**config.mk**
```make
export PLATFORM = sky130hd
export DESIGN_NAME = sqe_stack_regs
export DESIGN_NICKNAME = d
export VERILOG_FILES = /design/src/pkg/sqe_pkg.sv /design/src/hdl/sqe_entry_reg.sv /design/src/hdl/sqe_seq_walk.sv /design/src/hdl/sqe_stack_regs.sv
export SDC_FILE = /design/constraint.sdc
export NUM_CORES = 1
export LEC_CHECK = 0
export CORE_ASPECT_RATIO = 0.9
export CORE_MARGIN = 2
export CORE_UTILIZATION = 49
export CTS_CLUSTER_DIAMETER = 120
export DETAILED_ROUTE_END_ITERATION = 7
export DONT_BUFFER_PORTS = 1
export PLACE_DENSITY = 0.76
export SYNTH_ARGS = -nofsm -noshare
export SYNTH_HDL_FRONTEND = slang
export SYNTH_SLANG_ARGS = --single-unit
```
**constraint.sdc**
```tcl
create_clock -name clk -period 2 [get_ports clk]
set_input_delay 0.1 -clock clk [delete_from_list [all_inputs] [get_ports clk]]
set_output_delay 0.1 -clock clk [all_outputs]
set_load 0.005 [all_outputs]
```
**src/pkg/sqe_pkg.sv**
```systemverilog
// Constants and types shared by the sequence stack entry register slice.
package sqe_pkg;

	// ****************************************************************
	// Register indices (byte address is four times the index)
	// ****************************************************************
	localparam logic [5:0] IDX_ENTRY_10 = 6'h2A;
	localparam logic [5:0] IDX_ENTRY_11 = 6'h2B;
	localparam logic [5:0] IDX_ENTRY_12 = 6'h2C;
	localparam logic [5:0] IDX_ENTRY_13 = 6'h2D;
	localparam logic [5:0] IDX_STATUS   = 6'h30;
	localparam logic [5:0] IDX_CONTROL  = 6'h31;
	localparam logic [5:0] IDX_NONE     = 6'h00;
	localparam int         NUM_ENTRIES  = 4;

	// ****************************************************************
	// Entry word field layout
	// ****************************************************************
	localparam int DIR_BIT  = 15;
	localparam int ADDR_MSB = 14;
	localparam int ADDR_LSB = 9;
	localparam int RET_BIT  = 8;
	localparam int CHB_MSB  = 7;
	localparam int CHB_LSB  = 4;
	localparam int CHA_MSB  = 3;
	localparam int CHA_LSB  = 0;

	// ****************************************************************
	// Values after reset
	// ****************************************************************
	localparam logic [15:0] RST_ENTRY_10 = 16'h5400;
	localparam logic [15:0] RST_ENTRY_11 = 16'h5600;
	localparam logic [15:0] RST_ENTRY_12 = 16'h5800;
	localparam logic [15:0] RST_ENTRY_13 = 16'h5A00;
	localparam logic        RST_ENABLE   = 1'h0;
	localparam logic [3:0]  RST_CHANNEL  = 4'h0;

	// ****************************************************************
	// Control and status bit positions
	// ****************************************************************
	localparam int CTRL_ENABLE_BIT = 0;
	localparam int STAT_BUSY_BIT   = 4;
	localparam int STAT_IDX_MSB    = 1;

	// Sequencer walk states.
	typedef enum logic [1:0] {
		SQE_IDLE,
		SQE_ARMED,
		SQE_CONVERTING
	} sqe_walk_e;

endpackage : sqe_pkg

```
**src/hdl/sqe_entry_reg.sv**
```systemverilog
// One sequence stack entry register with address-qualified writes.
module sqe_entry_reg #(
	parameter logic [5:0]  ENTRY_ADDR = 6'h2A,
	parameter logic [15:0] RST_VALUE  = 16'h5400
) (
	input  wire logic        clk,
	input  wire logic        resetn,
	input  wire logic        wr_en,
	input  wire logic [15:0] wr_data,
	output logic      [15:0] entry_q
);

	typedef struct packed {
		logic [15:0] word;
	} sqe_entry_s;

	sqe_entry_s s_q;
	sqe_entry_s s_d;
	logic       addr_hit;

	// A write lands only when it carries this entry's own address in the address field.
	assign addr_hit = wr_data[sqe_pkg::ADDR_MSB:sqe_pkg::ADDR_LSB] == ENTRY_ADDR;

	// Next value: direction, return control and both channel picks follow the write.
	always_comb begin
		s_d = s_q;
		if (wr_en && addr_hit) begin
			s_d.word = wr_data;
		end
	end

	always_ff @(posedge clk or negedge resetn) begin
		if (!resetn) begin
			s_q.word <= RST_VALUE;
		end else begin
			s_q <= s_d;
		end
	end

	assign entry_q = s_q.word;
endmodule : sqe_entry_reg

```
**src/hdl/sqe_seq_walk.sv**
```systemverilog
// Walker that steps through the stack entries and drives the converter channel picks.
module sqe_seq_walk #(
	parameter int NUM = 4
) (
	input  wire logic                   clk,
	input  wire logic                   resetn,
	input  wire logic                   enable,
	input  wire logic                   conv_start,
	input  wire logic                   conv_done,
	input  wire logic [15:0]            entry_word,
	output logic      [$clog2(NUM)-1:0] active_entry,
	output logic      [3:0]             converter_a_channel_pick,
	output logic      [3:0]             converter_b_channel_pick,
	output logic                        entry_dir,
	output logic                        stack_return,
	output logic                        seq_busy
);

	localparam int IW = $clog2(NUM);
	localparam logic [IW-1:0] LAST = IW'(NUM - 1);

	typedef struct packed {
		sqe_pkg::sqe_walk_e state;
		logic [IW-1:0]      idx;
		logic [3:0]         chan_a;
		logic [3:0]         chan_b;
		logic               dir;
		logic               ret;
		logic               ret_pulse;
	} sqe_walk_s;

	sqe_walk_s s_q;
	sqe_walk_s s_d;

	// Picks are latched at conversion start so a register write mid-conversion cannot disturb it.
	always_comb begin
		s_d = s_q;
		s_d.ret_pulse = 1'b0;
		if (!enable) begin
			s_d.state = sqe_pkg::SQE_IDLE;
			s_d.idx   = '0;
		end else begin
			unique case (s_q.state)
				sqe_pkg::SQE_IDLE: begin
					s_d.state = sqe_pkg::SQE_ARMED;
				end
				sqe_pkg::SQE_ARMED: begin
					if (conv_start) begin
						s_d.chan_b = entry_word[sqe_pkg::CHB_MSB:sqe_pkg::CHB_LSB];
						s_d.chan_a = entry_word[sqe_pkg::CHA_MSB:sqe_pkg::CHA_LSB];
						s_d.dir    = entry_word[sqe_pkg::DIR_BIT];
						s_d.ret    = entry_word[sqe_pkg::RET_BIT];
						s_d.state  = sqe_pkg::SQE_CONVERTING;
					end
				end
				sqe_pkg::SQE_CONVERTING: begin
					// The return bit is only looked at once the conversion is over.
					if (conv_done) begin
						s_d.state = sqe_pkg::SQE_ARMED;
						if (s_q.ret) begin
							s_d.idx       = '0;
							s_d.ret_pulse = 1'b1;
						end else begin
							s_d.idx = (s_q.idx == LAST) ? '0 : s_q.idx + 1'b1;
						end
					end
				end
			endcase
		end
	end

	always_ff @(posedge clk or negedge resetn) begin
		if (!resetn) begin
			s_q <= '{sqe_pkg::SQE_IDLE, '0, sqe_pkg::RST_CHANNEL, sqe_pkg::RST_CHANNEL, 1'b0, 1'b0, 1'b0};
		end else begin
			s_q <= s_d;
		end
	end

	assign active_entry             = s_q.idx;
	assign converter_a_channel_pick = s_q.chan_a;
	assign converter_b_channel_pick = s_q.chan_b;
	assign entry_dir                = s_q.dir;
	assign stack_return             = s_q.ret_pulse;
	assign seq_busy                 = s_q.state == sqe_pkg::SQE_CONVERTING;
endmodule : sqe_seq_walk

```
**src/hdl/sqe_stack_regs.sv**
```systemverilog
// AHB-Lite register slice for sequence stack entries ten to thirteen with its entry walker.
module sqe_stack_regs (
	input  wire logic        clk,
	input  wire logic        resetn,
	input  wire logic        hsel,
	input  wire logic [31:0] haddr,
	input  wire logic [1:0]  htrans,
	input  wire logic        hwrite,
	input  wire logic [2:0]  hsize,
	input  wire logic [31:0] hwdata,
	input  wire logic        hready,
	output logic             hreadyout,
	output logic             hresp,
	output logic      [31:0] hrdata,
	input  wire logic        conv_start,
	input  wire logic        conv_done,
	output logic      [3:0]  converter_a_channel_pick,
	output logic      [3:0]  converter_b_channel_pick,
	output logic             entry_dir,
	output logic             stack_return,
	output logic      [1:0]  active_entry,
	output logic             seq_busy
);

	// ****************************************************************
	// Bus state
	// ****************************************************************

	// Map: entries ten to thirteen at indices 0x2A to 0x2D, status at 0x30, control at 0x31.
	// The byte address is four times the index; anything above the low byte is unmapped.
	// Writes complete with no wait state and land at the end of their data phase.
	// Reads always take exactly one wait state, in which the word is captured, so the
	// value returned is the one that stood one edge after the address was taken.
	// Limitation: the transfer size is not checked; only whole aligned words are expected.
	// Limitation: the response is always OKAY, even for unmapped or refused writes.
	// Trade-off: the extra read cycle keeps the read multiplexer off the bus output path.
	typedef struct packed {
		logic        wr_pend;
		logic        rd_pend;
		logic [5:0]  idx;
		logic [31:0] rdata;
		logic        seq_enable;
	} sqe_bus_s;

	localparam int NE = sqe_pkg::NUM_ENTRIES;

	sqe_bus_s    s_q;
	sqe_bus_s    s_d;
	logic        addr_phase;
	logic [5:0]  addr_idx;
	logic [31:0] rd_word;
	logic [15:0] entry_q [NE];
	logic [NE-1:0] entry_wr;
	logic [15:0] active_word;
	logic [31:0] status_word;

	// A transfer is taken only on a valid NONSEQ or SEQ with the bus ready.
	assign addr_phase = hsel && htrans[1] && hready;

	// Addresses above the low byte are unmapped; they fold onto an index that decodes to nothing.
	assign addr_idx = (haddr[31:8] == 24'h000000) ? haddr[7:2] : sqe_pkg::IDX_NONE;

	// ****************************************************************
	// Read multiplexer
	// ****************************************************************

	// Status shows the walker's own position and whether a conversion is in flight.
	assign status_word = {27'h0000000, seq_busy, 2'h0, active_entry};

	// Unmapped indices read as zero; entries sit in the low half-word.
	always_comb begin
		unique case (s_q.idx)
			sqe_pkg::IDX_ENTRY_10: rd_word = {16'h0000, entry_q[0]};
			sqe_pkg::IDX_ENTRY_11: rd_word = {16'h0000, entry_q[1]};
			sqe_pkg::IDX_ENTRY_12: rd_word = {16'h0000, entry_q[2]};
			sqe_pkg::IDX_ENTRY_13: rd_word = {16'h0000, entry_q[3]};
			sqe_pkg::IDX_STATUS:   rd_word = status_word;
			sqe_pkg::IDX_CONTROL:  rd_word = {31'h00000000, s_q.seq_enable};
			default:               rd_word = 32'h00000000;
		endcase
	end

	// ****************************************************************
	// Bus sequencing
	// ****************************************************************

	// Reads take one wait state: the data are captured a cycle after a preceding
	// write's data phase, so a read right behind a write always sees the new value.
	always_comb begin
		s_d = s_q;
		s_d.wr_pend = 1'b0;
		if (s_q.rd_pend) begin
			s_d.rd_pend = 1'b0;
			s_d.rdata   = rd_word;
		end
		if (s_q.wr_pend && s_q.idx == sqe_pkg::IDX_CONTROL) begin
			s_d.seq_enable = hwdata[sqe_pkg::CTRL_ENABLE_BIT];
		end
		if (addr_phase) begin
			s_d.idx     = addr_idx;
			s_d.wr_pend = hwrite;
			s_d.rd_pend = !hwrite;
		end
	end

	always_ff @(posedge clk or negedge resetn) begin
		if (!resetn) begin
			s_q <= '{1'b0, 1'b0, sqe_pkg::IDX_NONE, 32'h00000000, sqe_pkg::RST_ENABLE};
		end else begin
			s_q <= s_d;
		end
	end

	// Only whole-word single transfers are expected; the response is always OKAY.
	assign hreadyout = !s_q.rd_pend;
	assign hresp     = 1'b0;
	assign hrdata    = s_q.rdata;

	// ****************************************************************
	// Stack entries
	// ****************************************************************

	// One register per entry; each decodes its own index and keeps its own address.
	for (genvar i = 0; i < NE; i++) begin : g_entry
		localparam logic [5:0]  EIDX = sqe_pkg::IDX_ENTRY_10 + 6'(i);
		localparam logic [15:0] ERST = sqe_pkg::RST_ENTRY_10 + 16'(i * 16'h0200);

		assign entry_wr[i] = s_q.wr_pend && s_q.idx == EIDX;

		sqe_entry_reg #(
			.ENTRY_ADDR (EIDX),
			.RST_VALUE  (ERST)
		) u_entry (
			.clk     (clk),
			.resetn  (resetn),
			.wr_en   (entry_wr[i]),
			.wr_data (hwdata[15:0]),
			.entry_q (entry_q[i])
		);
	end

	// ****************************************************************
	// Entry walker
	// ****************************************************************

	// The walker sees only the entry it currently points at.
	assign active_word = entry_q[active_entry];

	sqe_seq_walk #(
		.NUM (NE)
	) u_walk (
		.clk                      (clk),
		.resetn                   (resetn),
		.enable                   (s_q.seq_enable),
		.conv_start               (conv_start),
		.conv_done                (conv_done),
		.entry_word               (active_word),
		.active_entry             (active_entry),
		.converter_a_channel_pick (converter_a_channel_pick),
		.converter_b_channel_pick (converter_b_channel_pick),
		.entry_dir                (entry_dir),
		.stack_return             (stack_return),
		.seq_busy                 (seq_busy)
	);
endmodule : sqe_stack_regs

```
==> results by group, run 1 <==
Outcome
  – Status: finished, violations left
  – Failing checks: hold timing

Run
  – Max-cap violations: 0

Timing
  – Max-slew violations: 0
  – Post-route minimum period: 1867 ps
  – TNS Setup: 0 ps
  – Least-Margin Pin Slew: slightly above 700 ps
  – Final Hold Viols: approximately 100
  – Hold Slack: -553.8 ps
  – Final cycle utilization of the critical path: 0.9333
  – Clock skew: 6.188 ps
  – Unrepaired setup endpoints after global routing: no
  – Final setup viols: 0
  – Fmax: 535.7 MHz
  – Slew Limit Headroom: 0.5258

Drt
  – Mean routed wirelength per cell: roughly 20 µm
  – DRC: 0
  – Vias: 3151
  – First drt pass iteration count: 4
  – Post-route ant nets: 0
  – Iteration-0 DRC Markers: approximately 230
  – DRT Wirelength: 10900 µm
  – Via-per-instance ratio: 5.912

Power
  – Pwr Density: around 760 mW/mm²
  – Pwr Total: roughly 4.3 mW
  – Leak Pwr: 2.608 nW
  – VDD IR max: around 0.63 mV

Setup path
  – Slowest CP cell: dfrtp_1
  – Crit Path Max Fanout: 16
  – Worst Path Arrival: 2090 ps
  – Crit start category: register
  – Kind of critical path: register to register
  – Worst endpoint required time: 2220 ps
  – Cell Chain, Critical Path: nand3b_2, nor3_1, and4b_1, buf_12, mux2_2
  – Critical Path End Type: register
  – Slowest stage delay, CP: 400 ps

Layout
  – Commonest non-fill, non-tap cell in the layout: dfrtp_1
  – Most frequent cells in the layout: 90 x dfrtp_1, 44 x mux2_2, 22 x a221oi_1, 18 x dlygate4sd3_1
  – Design area: 0.005598 mm²
  – Final net count: around 480
  – Share of post-route cells with drive strength above 1: 0.3243
  – Non-Filler Instances: 533
  – N_diodes: 0
  – Synth-to-layout area growth: 10.20%

Yosys
  – Share of the synthesized area in the top cell type: 0.4433
  – Area contributors post-synth: dfrtp_1 44%, mux2_2 9.8%, dfstp_2 7.2%
  – Post-Syn Instances: 398
  – Dominant synthesized flop cell: dfrtp_1
  – Dominant cell type by area after synthesis: dfrtp_1
  – Async set-reset flop share out of synthesis: 1.000
  – Synth cell types: 51
  – Number of synthesized flops with an enable pin: 0
  – Yosys reg bits: 104
  – Synthesized area: 0.005080 mm²
  – Syn avg cell area: 12.76 µm²
  – Synth warn: 0
  – Post-synthesis sequential area ratio: 0.5158

Floorplan
  – Die area: roughly 0.011 mm²
  – # IOs: 123
  – Site Rows: 35
  – Core area: about 0.01 mm²
  – Die extent in y: roughly 100 µm
  – Die W: 111.3 µm
  – Initial Utilization: 0.5000

GRT
  – Global route overflow: 0
  – Vias in the first global route: approximately 3400
  – Pin count of the biggest net entering global routing: 105
  – Global-route wire length before repair: around 18000 µm
  – Gr usage total: 0.2076
  – Initial antenna violation count: 0

Placed design
  – GPL Wtd Cong: 0.8154
  – Placed insts: between 400 and 500
  – Placed instance area: about 0.005 mm²
  – Port bufs: 0
  – HPWL Detailed: 7258 µm

CTS
  – CTS tree: built
  – Clk_lat worst skew: 340 ps
  – Clk sinks: ~100
  – PostCTS Resize Cnt: 0
  – Number of CTS-inserted buffers: 9
  – Htree depth: 3
  – CTS clk-pin slew, worst paths: roughly 70 ps
  – CTS root buffer: clkbuf_16
  – Setup bufs post-CTS: 0
  – Cts hold-fix bufs: 18
  – CTS max path bufs: 2

Hold path
  – Hold/Removal Path Class: input pin to async pin
-- cell type report --
cell class / count / area, µm²
clock buffer: 13 / 260.3
clock inverter: 3 / 90.09
fill: 856 / 4562
inverter: 13 / 48.80
multi-input combinational: 233 / 2037
sequential: 104 / 2620
tap: 129 / 161.4
timing repair buffer: 38 / 380.4
-- critical path, delay by kind of cell, from the launching register on --
family                 cells  cell delay (ps)
buffers and inverters      1              180
DFF                        1              400
muxes                      1              340
and+or+nand+nor            3              830
-- logic make-up after synthesis --
kind of cell,Yosys count,synth area share
multiplexers,68,0.1773
AND/OR/NAND/NOR,87,0.1126
adder cells (fa/ha/maj),1,0.002463
other,1,0.0007382
buffers and inverters,77,0.09507
AO/OA/AOI/OAI,60,0.09606
flip-flops,104,0.5158
-- cells in the mapped netlist, types with 2 or more instances --
master     number
dfrtp_1        90
buf_4          45
mux2_2         44
a221oi_1       22
nand2_1        17
dfstp_2        14
inv_1          12
mux4_2         10
nor2_1          9
buf_2           8
clkbuf_1        8
mux2_4          8
nor2b_1         8
o32ai_1         8
or2_2           8
o2bb2ai_1       7
and2_2          6
mux2i_1         6
nor4_1          6
or2b_1          6
a21oi_1         5
a22o_1          5
o31ai_1         5
nand2b_1        4
nand3_1         3
o22ai_1         3
and4_2          2
and4b_1         2
buf_6           2
nand4_1         2
nand4b_4        2
nor3b_1         2
-- per-stage QoR --
| stage | setup WS (ps) | utilization |
|---|---|---|
| 6_report | 133.4 | 0.5510 |
| 5_1_grt | 61.92 | 0.5510 |
| 4_1_cts | 143.3 | 0.5510 |
| 3_5_place_dp | 157.9 | 0.4988 |
| 3_3_place_gp | 191.6 | 0.4988 |
| 2_1_floorplan | 234.9 | - |
-- layer usage --
layer	routed length, µm	vias to the layer above	track usage	share of wire
met4	150	0	0.06173	0.014
met3	833	11	0.07577	0.076
met5	0	-	0	0
li1	-	1402	-	-
met1	4815	1611	0.2662	0.44
met2	5102	127	0.3349	0.47
-- final timing paths --
check                                    start                        endpoint  slack [ps]  cells after the start
worst max register to register         s_q[37]   g_entry[1].u_entry.entry_q[7]         130                      5
max in group asynchronous               resetn  g_entry[0].u_entry.entry_q[14]        2350                      0
worst min register to register  u_walk.s_q[13]                  u_walk.s_q[13]         490                      1
worst max-delay path                   s_q[37]   g_entry[1].u_entry.entry_q[7]         130                      5
worst min-delay path                    resetn                       hrdata[8]        -550                      0
min in group clk                     htrans[1]                         s_q[39]          10                      2
-- registers in the layout (all words and copies together) (netlist names), 2 cells and up --
signal / flops
g_entry.u_entry.entry_q: 64
u_walk.active_entry: 2
u_walk.s_q: 3
hrdata: 16
s_q: 9
u_walk.converter_a_channel_pick: 4
u_walk.converter_b_channel_pick: 4
-- report_power, final --
| part | switching, mW | total (mW) | internal, mW | leakage, nW |
|---|---|---|---|---|
| Sequential | 0.0104 | 2.12 | 2.11 | 1.40 |
| Clock | 0.738 | 2.03 | 1.29 | 0.170 |
| Combinational | 0.0504 | 0.0992 | 0.0488 | 1.04 |
| Total | 0.799 | 4.25 | 3.46 | 2.61 |
No activity file was read; power rests on OpenSTA's default activity.
==> inputs of run 2 (changes only) <==
- CORE_MARGIN: 2 -> 3
- SYNTH_HIERARCHICAL: unset -> 1
==> run 2 against run 1 <==
The run ends with hold timing, setup timing left; non-clock buffer count rose by 7; synthesized cell count is 10% higher; routed wire length increased by 7.7%; combinational power is 9% higher.
==> results by group, run 2 <==
Outcome
  – Status: finished, violations left
  – Failing checks: hold timing, setup timing

Setup path
  – Kind of critical path: register to register
  – Critical Path End Type: register
  – Worst r2r src: s_q[37]
  – Worst endpoint required time: 2230 ps
  – Crit Path Max Fanout: 16
  – Crit start category: register
  – Worst Path Arrival: 2260 ps
  – FF-to-FF End: g_entry[0].u_entry/entry_q[15]
  – Reg-to-reg setup timing slack: -30 ps
  – Reg2Reg Depth: 7

GRT
  – Pin count of the biggest net entering global routing: 105
  – Global-route wire length before repair: 18940 µm
  – Initial antenna violation count: 1
  – Global route overflow: 0
  – Vias in the first global route: approximately 3600
  – Gr usage total: 0.1975

CTS
  – CTS max path bufs: 2
  – CTS clk-pin slew, worst paths: about 70 ps
  – CTS tree: built
  – CTS root buffer: clkbuf_16
  – Clk_lat worst skew: about 350 ps
  – Htree depth: 3
  – Number of CTS-inserted buffers: 9
  – Clk sinks: 104
  – Cts hold-fix bufs: 18

Layout
  – Fillers: 830
  – Commonest non-fill, non-tap cell in the layout: dfrtp_1
  – Design area: 0.005989 mm²
  – Non-Filler Instances: 578
  – N_diodes: 0
  – Final net count: 520
  – Most frequent cells in the layout: 88 x dfrtp_1, 43 x nand2_1, 28 x mux2_2, 25 x mux2_4, 20 x buf_4
  – Synth-to-layout area growth: 11.20%
  – Max reg flops: 64
  – Fin util: 0.5723
  – Share of post-route cells with drive strength above 1: 0.3875

Floorplan
  – Initial Utilization: 0.5146
  – Site Rows: 35
  – Die area: 0.01229 mm²
  – Die W: approximately 120 µm
  – Core area: 0.01047 mm²
  – # IOs: 123
  – Die extent in y: 105.5 µm

Placed design
  – HPWL Detailed: 7710 µm
  – GPL Wtd Cong: about 0.8
  – Placed insts: 540
  – Placed instance area: 0.005415 mm²
  – Port bufs: 0

Timing
  – Max-slew violations: 0
  – Final Hold Viols: 104
  – Hold Slack: -551.6 ps
  – Slew Limit Headroom: 0.5035
  – Clock skew: 11.03 ps
  – Fmax: around 490 MHz
  – Least-Margin Pin Slew: 744.7 ps
  – Post-route minimum period: 2028 ps
  – Worst Setup Slack, final: -27.89 ps
  – Final cycle utilization of the critical path: 1.014
  – Final setup viols: 10
  – TNS Setup: -170.1 ps
  – Unrepaired setup endpoints after global routing: yes

Drt
  – Mean routed wirelength per cell: 20.31 µm
  – Via-per-instance ratio: 5.900
  – DRC: 0
  – First drt pass iteration count: 4
  – DRT Wirelength: 11740 µm
  – Post-route ant nets: 0
  – Vias: 3410
  – Iteration-0 DRC Markers: 217

Power
  – VDD IR max: 0.4707 mV
  – Leak Pwr: 2.647 nW
  – Pwr Density: 674.6 mW/mm²

Hold path
  – Hold/Removal Path Class: input pin to async pin

Run
  – Max-cap violations: 0

Yosys
  – Post-Syn Instances: 438
  – Synthesized area: 0.005386 mm²
  – Synth warn: 6
  – Syn avg cell area: 12.30 µm²
## run 2: worst max path at each step
stage                  from                              to  slack (ps)  cells past startpoint
floorplan           s_q[37]   g_entry[0].u_entry/entry_q[5]        -370                      9
global placement    s_q[37]   g_entry[3].u_entry/entry_q[2]          10                      7
detailed placement  s_q[37]  g_entry[0].u_entry/entry_q[15]         -40                      7
CTS                 s_q[37]  g_entry[0].u_entry/entry_q[15]         -40                      7
global route        s_q[37]   g_entry[0].u_entry/entry_q[1]         -90                      7
finish              s_q[37]  g_entry[0].u_entry/entry_q[15]         -30                      7
## run 2: stage by stage
stage | hold WS, ps | setup WS [ps] | power (mW)
after floorplan | -195.6 | -371.1 | 2.264
after global placement | -192.2 | 9.613 | 2.244
after detailed placement | -192.4 | -41.68 | 2.247
after CTS | -565.3 | -42.05 | 4.074
after global routing | -574.9 | -88.33 | 4.187
final | -551.6 | -27.89 | 4.040
## run 2: timing repair
action	CTS	global route
gates resized for setup	0	13
setup buffers	0	3
setup endpoints to repair	16	37
pin swaps	1	0
cloned	0	1
hold endpoints to repair	154	104
## run 2: worst max-delay path, cell delays in order (launching register included)
cell	delay, ps
dfrtp_1	370
and3b_4	300
and3_1	170
and2_4	150
nand4b_4	110
nor4b_4	280
buf_12	190
mux2_2	350
## run 2: final cells by class
class                           count  area, µm²  area share
Sequential cell                   104       2623      0.4379
Multi-Input combinational cell    281       2424      0.4046
Timing Repair Buffer               45      466.7     0.07792
Clock buffer                       11      242.7     0.04053
Tap cell                          129      161.4     0.02695
Clock inverter                      5      61.31     0.01024
Inverter                            3      11.26    0.001880
## run 2: where the power goes
part	leakage, nW	total [mW]	internal (mW)	switching, mW
sequential	1.39	2.14	2.11	0.0248
clock	0.151	1.79	1.01	0.779
combinational	1.11	0.108	0.0567	0.0513
total	2.65	4.04	3.19	0.855
## run 2: per-layer routing
metal	vias to the layer above	GRT usage	wire length [µm]	share of wire
met3	10	0.05052	755	0.064
met1	1731	0.2549	4863	0.41
met2	126	0.3280	6002	0.51
met5	-	0	13	0.0011
li1	1541	-	-	-
met4	2	0.05551	106	0.0090
==> inputs of run 3 (changes only) <==
- CORE_UTILIZATION: 49 -> 40
- PLACE_DENSITY: 0.76 -> 0.66
==> run 3 against run 2 <==
The flow still finishes with violations (hold timing, setup timing); first-iteration DRC count grew 40%; final area grew 2.4%; hold slack is essentially flat; maximum frequency shrank 0.59%; routed wire length grew 3.4%; global-route usage shrank 2.9 points; utilization shrank 9.8 points; sequential cell count is the same; clock power grew 4%; cell count grew 6.9%; critical path type unchanged.
==> results by group, run 3 (same netlist as run 2, synthesis figures left out) <==
CTS
  – CTS max path bufs: 2
  – Clk sinks: 104
  – Number of CTS-inserted buffers: 9
  – Htree depth: 3
  – CTS clk-pin slew, worst paths: 70 ps
  – CTS tree: built
  – Cts hold-fix bufs: 18
  – CTS root buffer: clkbuf_16
  – Clk_lat worst skew: between 300 and 400 ps

Drt
  – Vias: 3424
  – Via-per-instance ratio: ~5.5
  – Post-route ant nets: 0
  – Mean routed wirelength per cell: a little under 20 µm
  – First drt pass iteration count: 4
  – Iteration-0 DRC Markers: 304
  – DRT Wirelength: between 10000 and 15000 µm
  – DRC: 0

Setup path
  – Kind of critical path: register to register
  – Crit Path Max Fanout: 14
  – Reg-to-reg setup timing slack: -40 ps
  – Worst endpoint required time: 2240 ps
  – Reg2Reg Depth: 7
  – FF-to-FF End: g_entry[0].u_entry/entry_q[2]
  – Slowest stage delay, CP: 370 ps
  – Critical Path End Type: register
  – Crit start category: register
  – Worst r2r src: s_q[37]
  – CP top delay family: simple AND/OR/NAND/NOR gates
  – Worst Path Arrival: 2280 ps
  – CP Buf/Inv Count: 1
  – Slowest CP cell: dfrtp_1
  – Cell Chain, Critical Path: and3b_4, and3_4, and2_4, nand4b_4, nor4b_4, buf_12, mux2_2

Timing
  – Unrepaired setup endpoints after global routing: yes
  – Final setup viols: 11
  – Worst Setup Slack, final: -39.96 ps
  – Final cycle utilization of the critical path: 1.020
  – Post-route minimum period: approximately 2000 ps
  – Max-slew violations: 0
  – Least-Margin Pin Slew: 795.4 ps
  – Final Hold Viols: 104
  – Fmax: 490.2 MHz
  – Clock skew: 8.432 ps
  – Hold Slack: -551.3 ps
  – Slew Limit Headroom: 0.4697

Hold path
  – Hold/Removal Path Class: input pin to async pin

Placed design
  – GPL Wtd Cong: 0.8492
  – HPWL Detailed: 7739 µm
  – Port bufs: 0

Floorplan
  – Die W: 128.3 µm
  – Die extent in y: 116.1 µm
  – Initial Utilization: 0.4165
  – Site Rows: 39
  – Core area: 0.01293 mm²
  – Die area: 0.01490 mm²
  – # IOs: 123

Layout
  – Area of the multi-input gates: 0.002457 mm²
  – Final net count: 526
  – Register area: about 0.0026 mm²
  – Commonest non-fill, non-tap cell in the layout: dfrtp_1
  – Fillers: 1100
  – N_diodes: 0
  – Synth-to-layout area growth: 13.87%
  – Max reg flops: between 60 and 70
  – Most frequent cells in the layout: 87 x dfrtp_1, 43 x nand2_1, 32 x mux2_4, 26 x buf_4, 21 x mux2_2
  – Share of post-route cells with drive strength above 1: 0.4009

GRT
  – Gr usage total: 0.1681
  – Vias in the first global route: 3629
  – Global-route wire length before repair: 19410 µm
  – Global route overflow: 0
  – Pin count of the biggest net entering global routing: between 100 and 150
  – Initial antenna violation count: 0

Power
  – Pwr Total: 4.117 mW
  – VDD IR max: approximately 0.45 mV
  – Leak Pwr: 2.684 nW
  – Pwr Density: 671.3 mW/mm²

Outcome
  – Status: finished, violations left
  – Failing checks: hold timing, setup timing

Run
  – Max-cap violations: 0
==> run 3: cell count changes in the layout (fill, tap and decap cells not counted), sizes merged <==
| cell | previous run | this run |
|---|---|---|
| buf | 26 | 31 |
| bufinv | 1 | 2 |
| clkinv | 2 | 1 |
| clkinvlp | 0 | 1 |
| inv | 5 | 4 |
==> run 3: timing repair <==
action | in CTS | in global routing
setup endpoints to repair | 16 | 41
pin swaps | 0 | 3
gates resized for setup | 10 | 12
setup buffers | 2 | 5
cloned | 0 | 2
endpoints found under the hold margin | 154 | 104
==> run 3: worst max path at each step <==
stage	depth (start not counted)	startpoint	slack [ps]	end
2_1_floorplan	9	s_q[37]	-370	g_entry[0].u_entry/entry_q[5]
3_3_place_gp	7	s_q[37]	-5	g_entry[0].u_entry/entry_q[6]
3_5_place_dp	7	s_q[37]	-50	g_entry[0].u_entry/entry_q[1]
4_1_cts	7	s_q[37]	-40	g_entry[0].u_entry/entry_q[2]
5_1_grt	7	s_q[37]	-80	g_entry[0].u_entry/entry_q[2]
6_report	7	s_q[37]	-40	g_entry[0].u_entry/entry_q[2]
==> run 3: through the flow <==
step / cell area, µm² / setup WS (ps) / instances / util / setup TNS (ps)
2_1_floorplan: 5527 / -371.1 / 454 / - / -8987
3_3_place_gp: 5466 / -5.056 / 576 / 0.4227 / -49.62
3_5_place_dp: 5466 / -54.79 / 576 / 0.4227 / -536.7
4_1_cts: 6011 / -41.89 / 611 / 0.4648 / -342.3
5_1_grt: 6133 / -76.32 / 618 / 0.4743 / -1058
6_report: 6133 / -39.96 / 618 / 0.4743 / -213.1
==> run 3: per-layer routing <==
| metal | vias to the layer above | wire, µm | track usage |
|---|---|---|---|
| met2 | 119 | 5856 | 0.2732 |
| met5 | - | 0 | 0 |
| met1 | 1739 | 5361 | 0.2200 |
| met4 | 0 | 227 | 0.06011 |
| met3 | 19 | 695 | 0.04298 |
| li1 | 1547 | - | - |
==> run 3: worst reg2reg max path: stages (launching register included) <==
cell and delay [ps]:
dfrtp_1 370, and3b_4 300, and3_4 190, and2_4 150
nand4b_4 100, nor4b_4 280, buf_12 200, mux2_2 340
==> run 3: where the power goes <==
part           leakage, nW  switching, mW  internal, mW  total (mW)
clock network        0.149          0.776          1.09        1.87
registers             1.39         0.0254          2.11        2.14
logic                 1.14         0.0515        0.0570       0.109
==> run 3: cell type report <==
type,count,area share
Clock buffer,10,0.03733
Multi-Input combinational cell,281,0.4007
Inverter,3,0.001836
Clock inverter,5,0.01326
Timing Repair Buffer,51,0.08568
Tap cell,164,0.03346
Sequential cell,104,0.4278
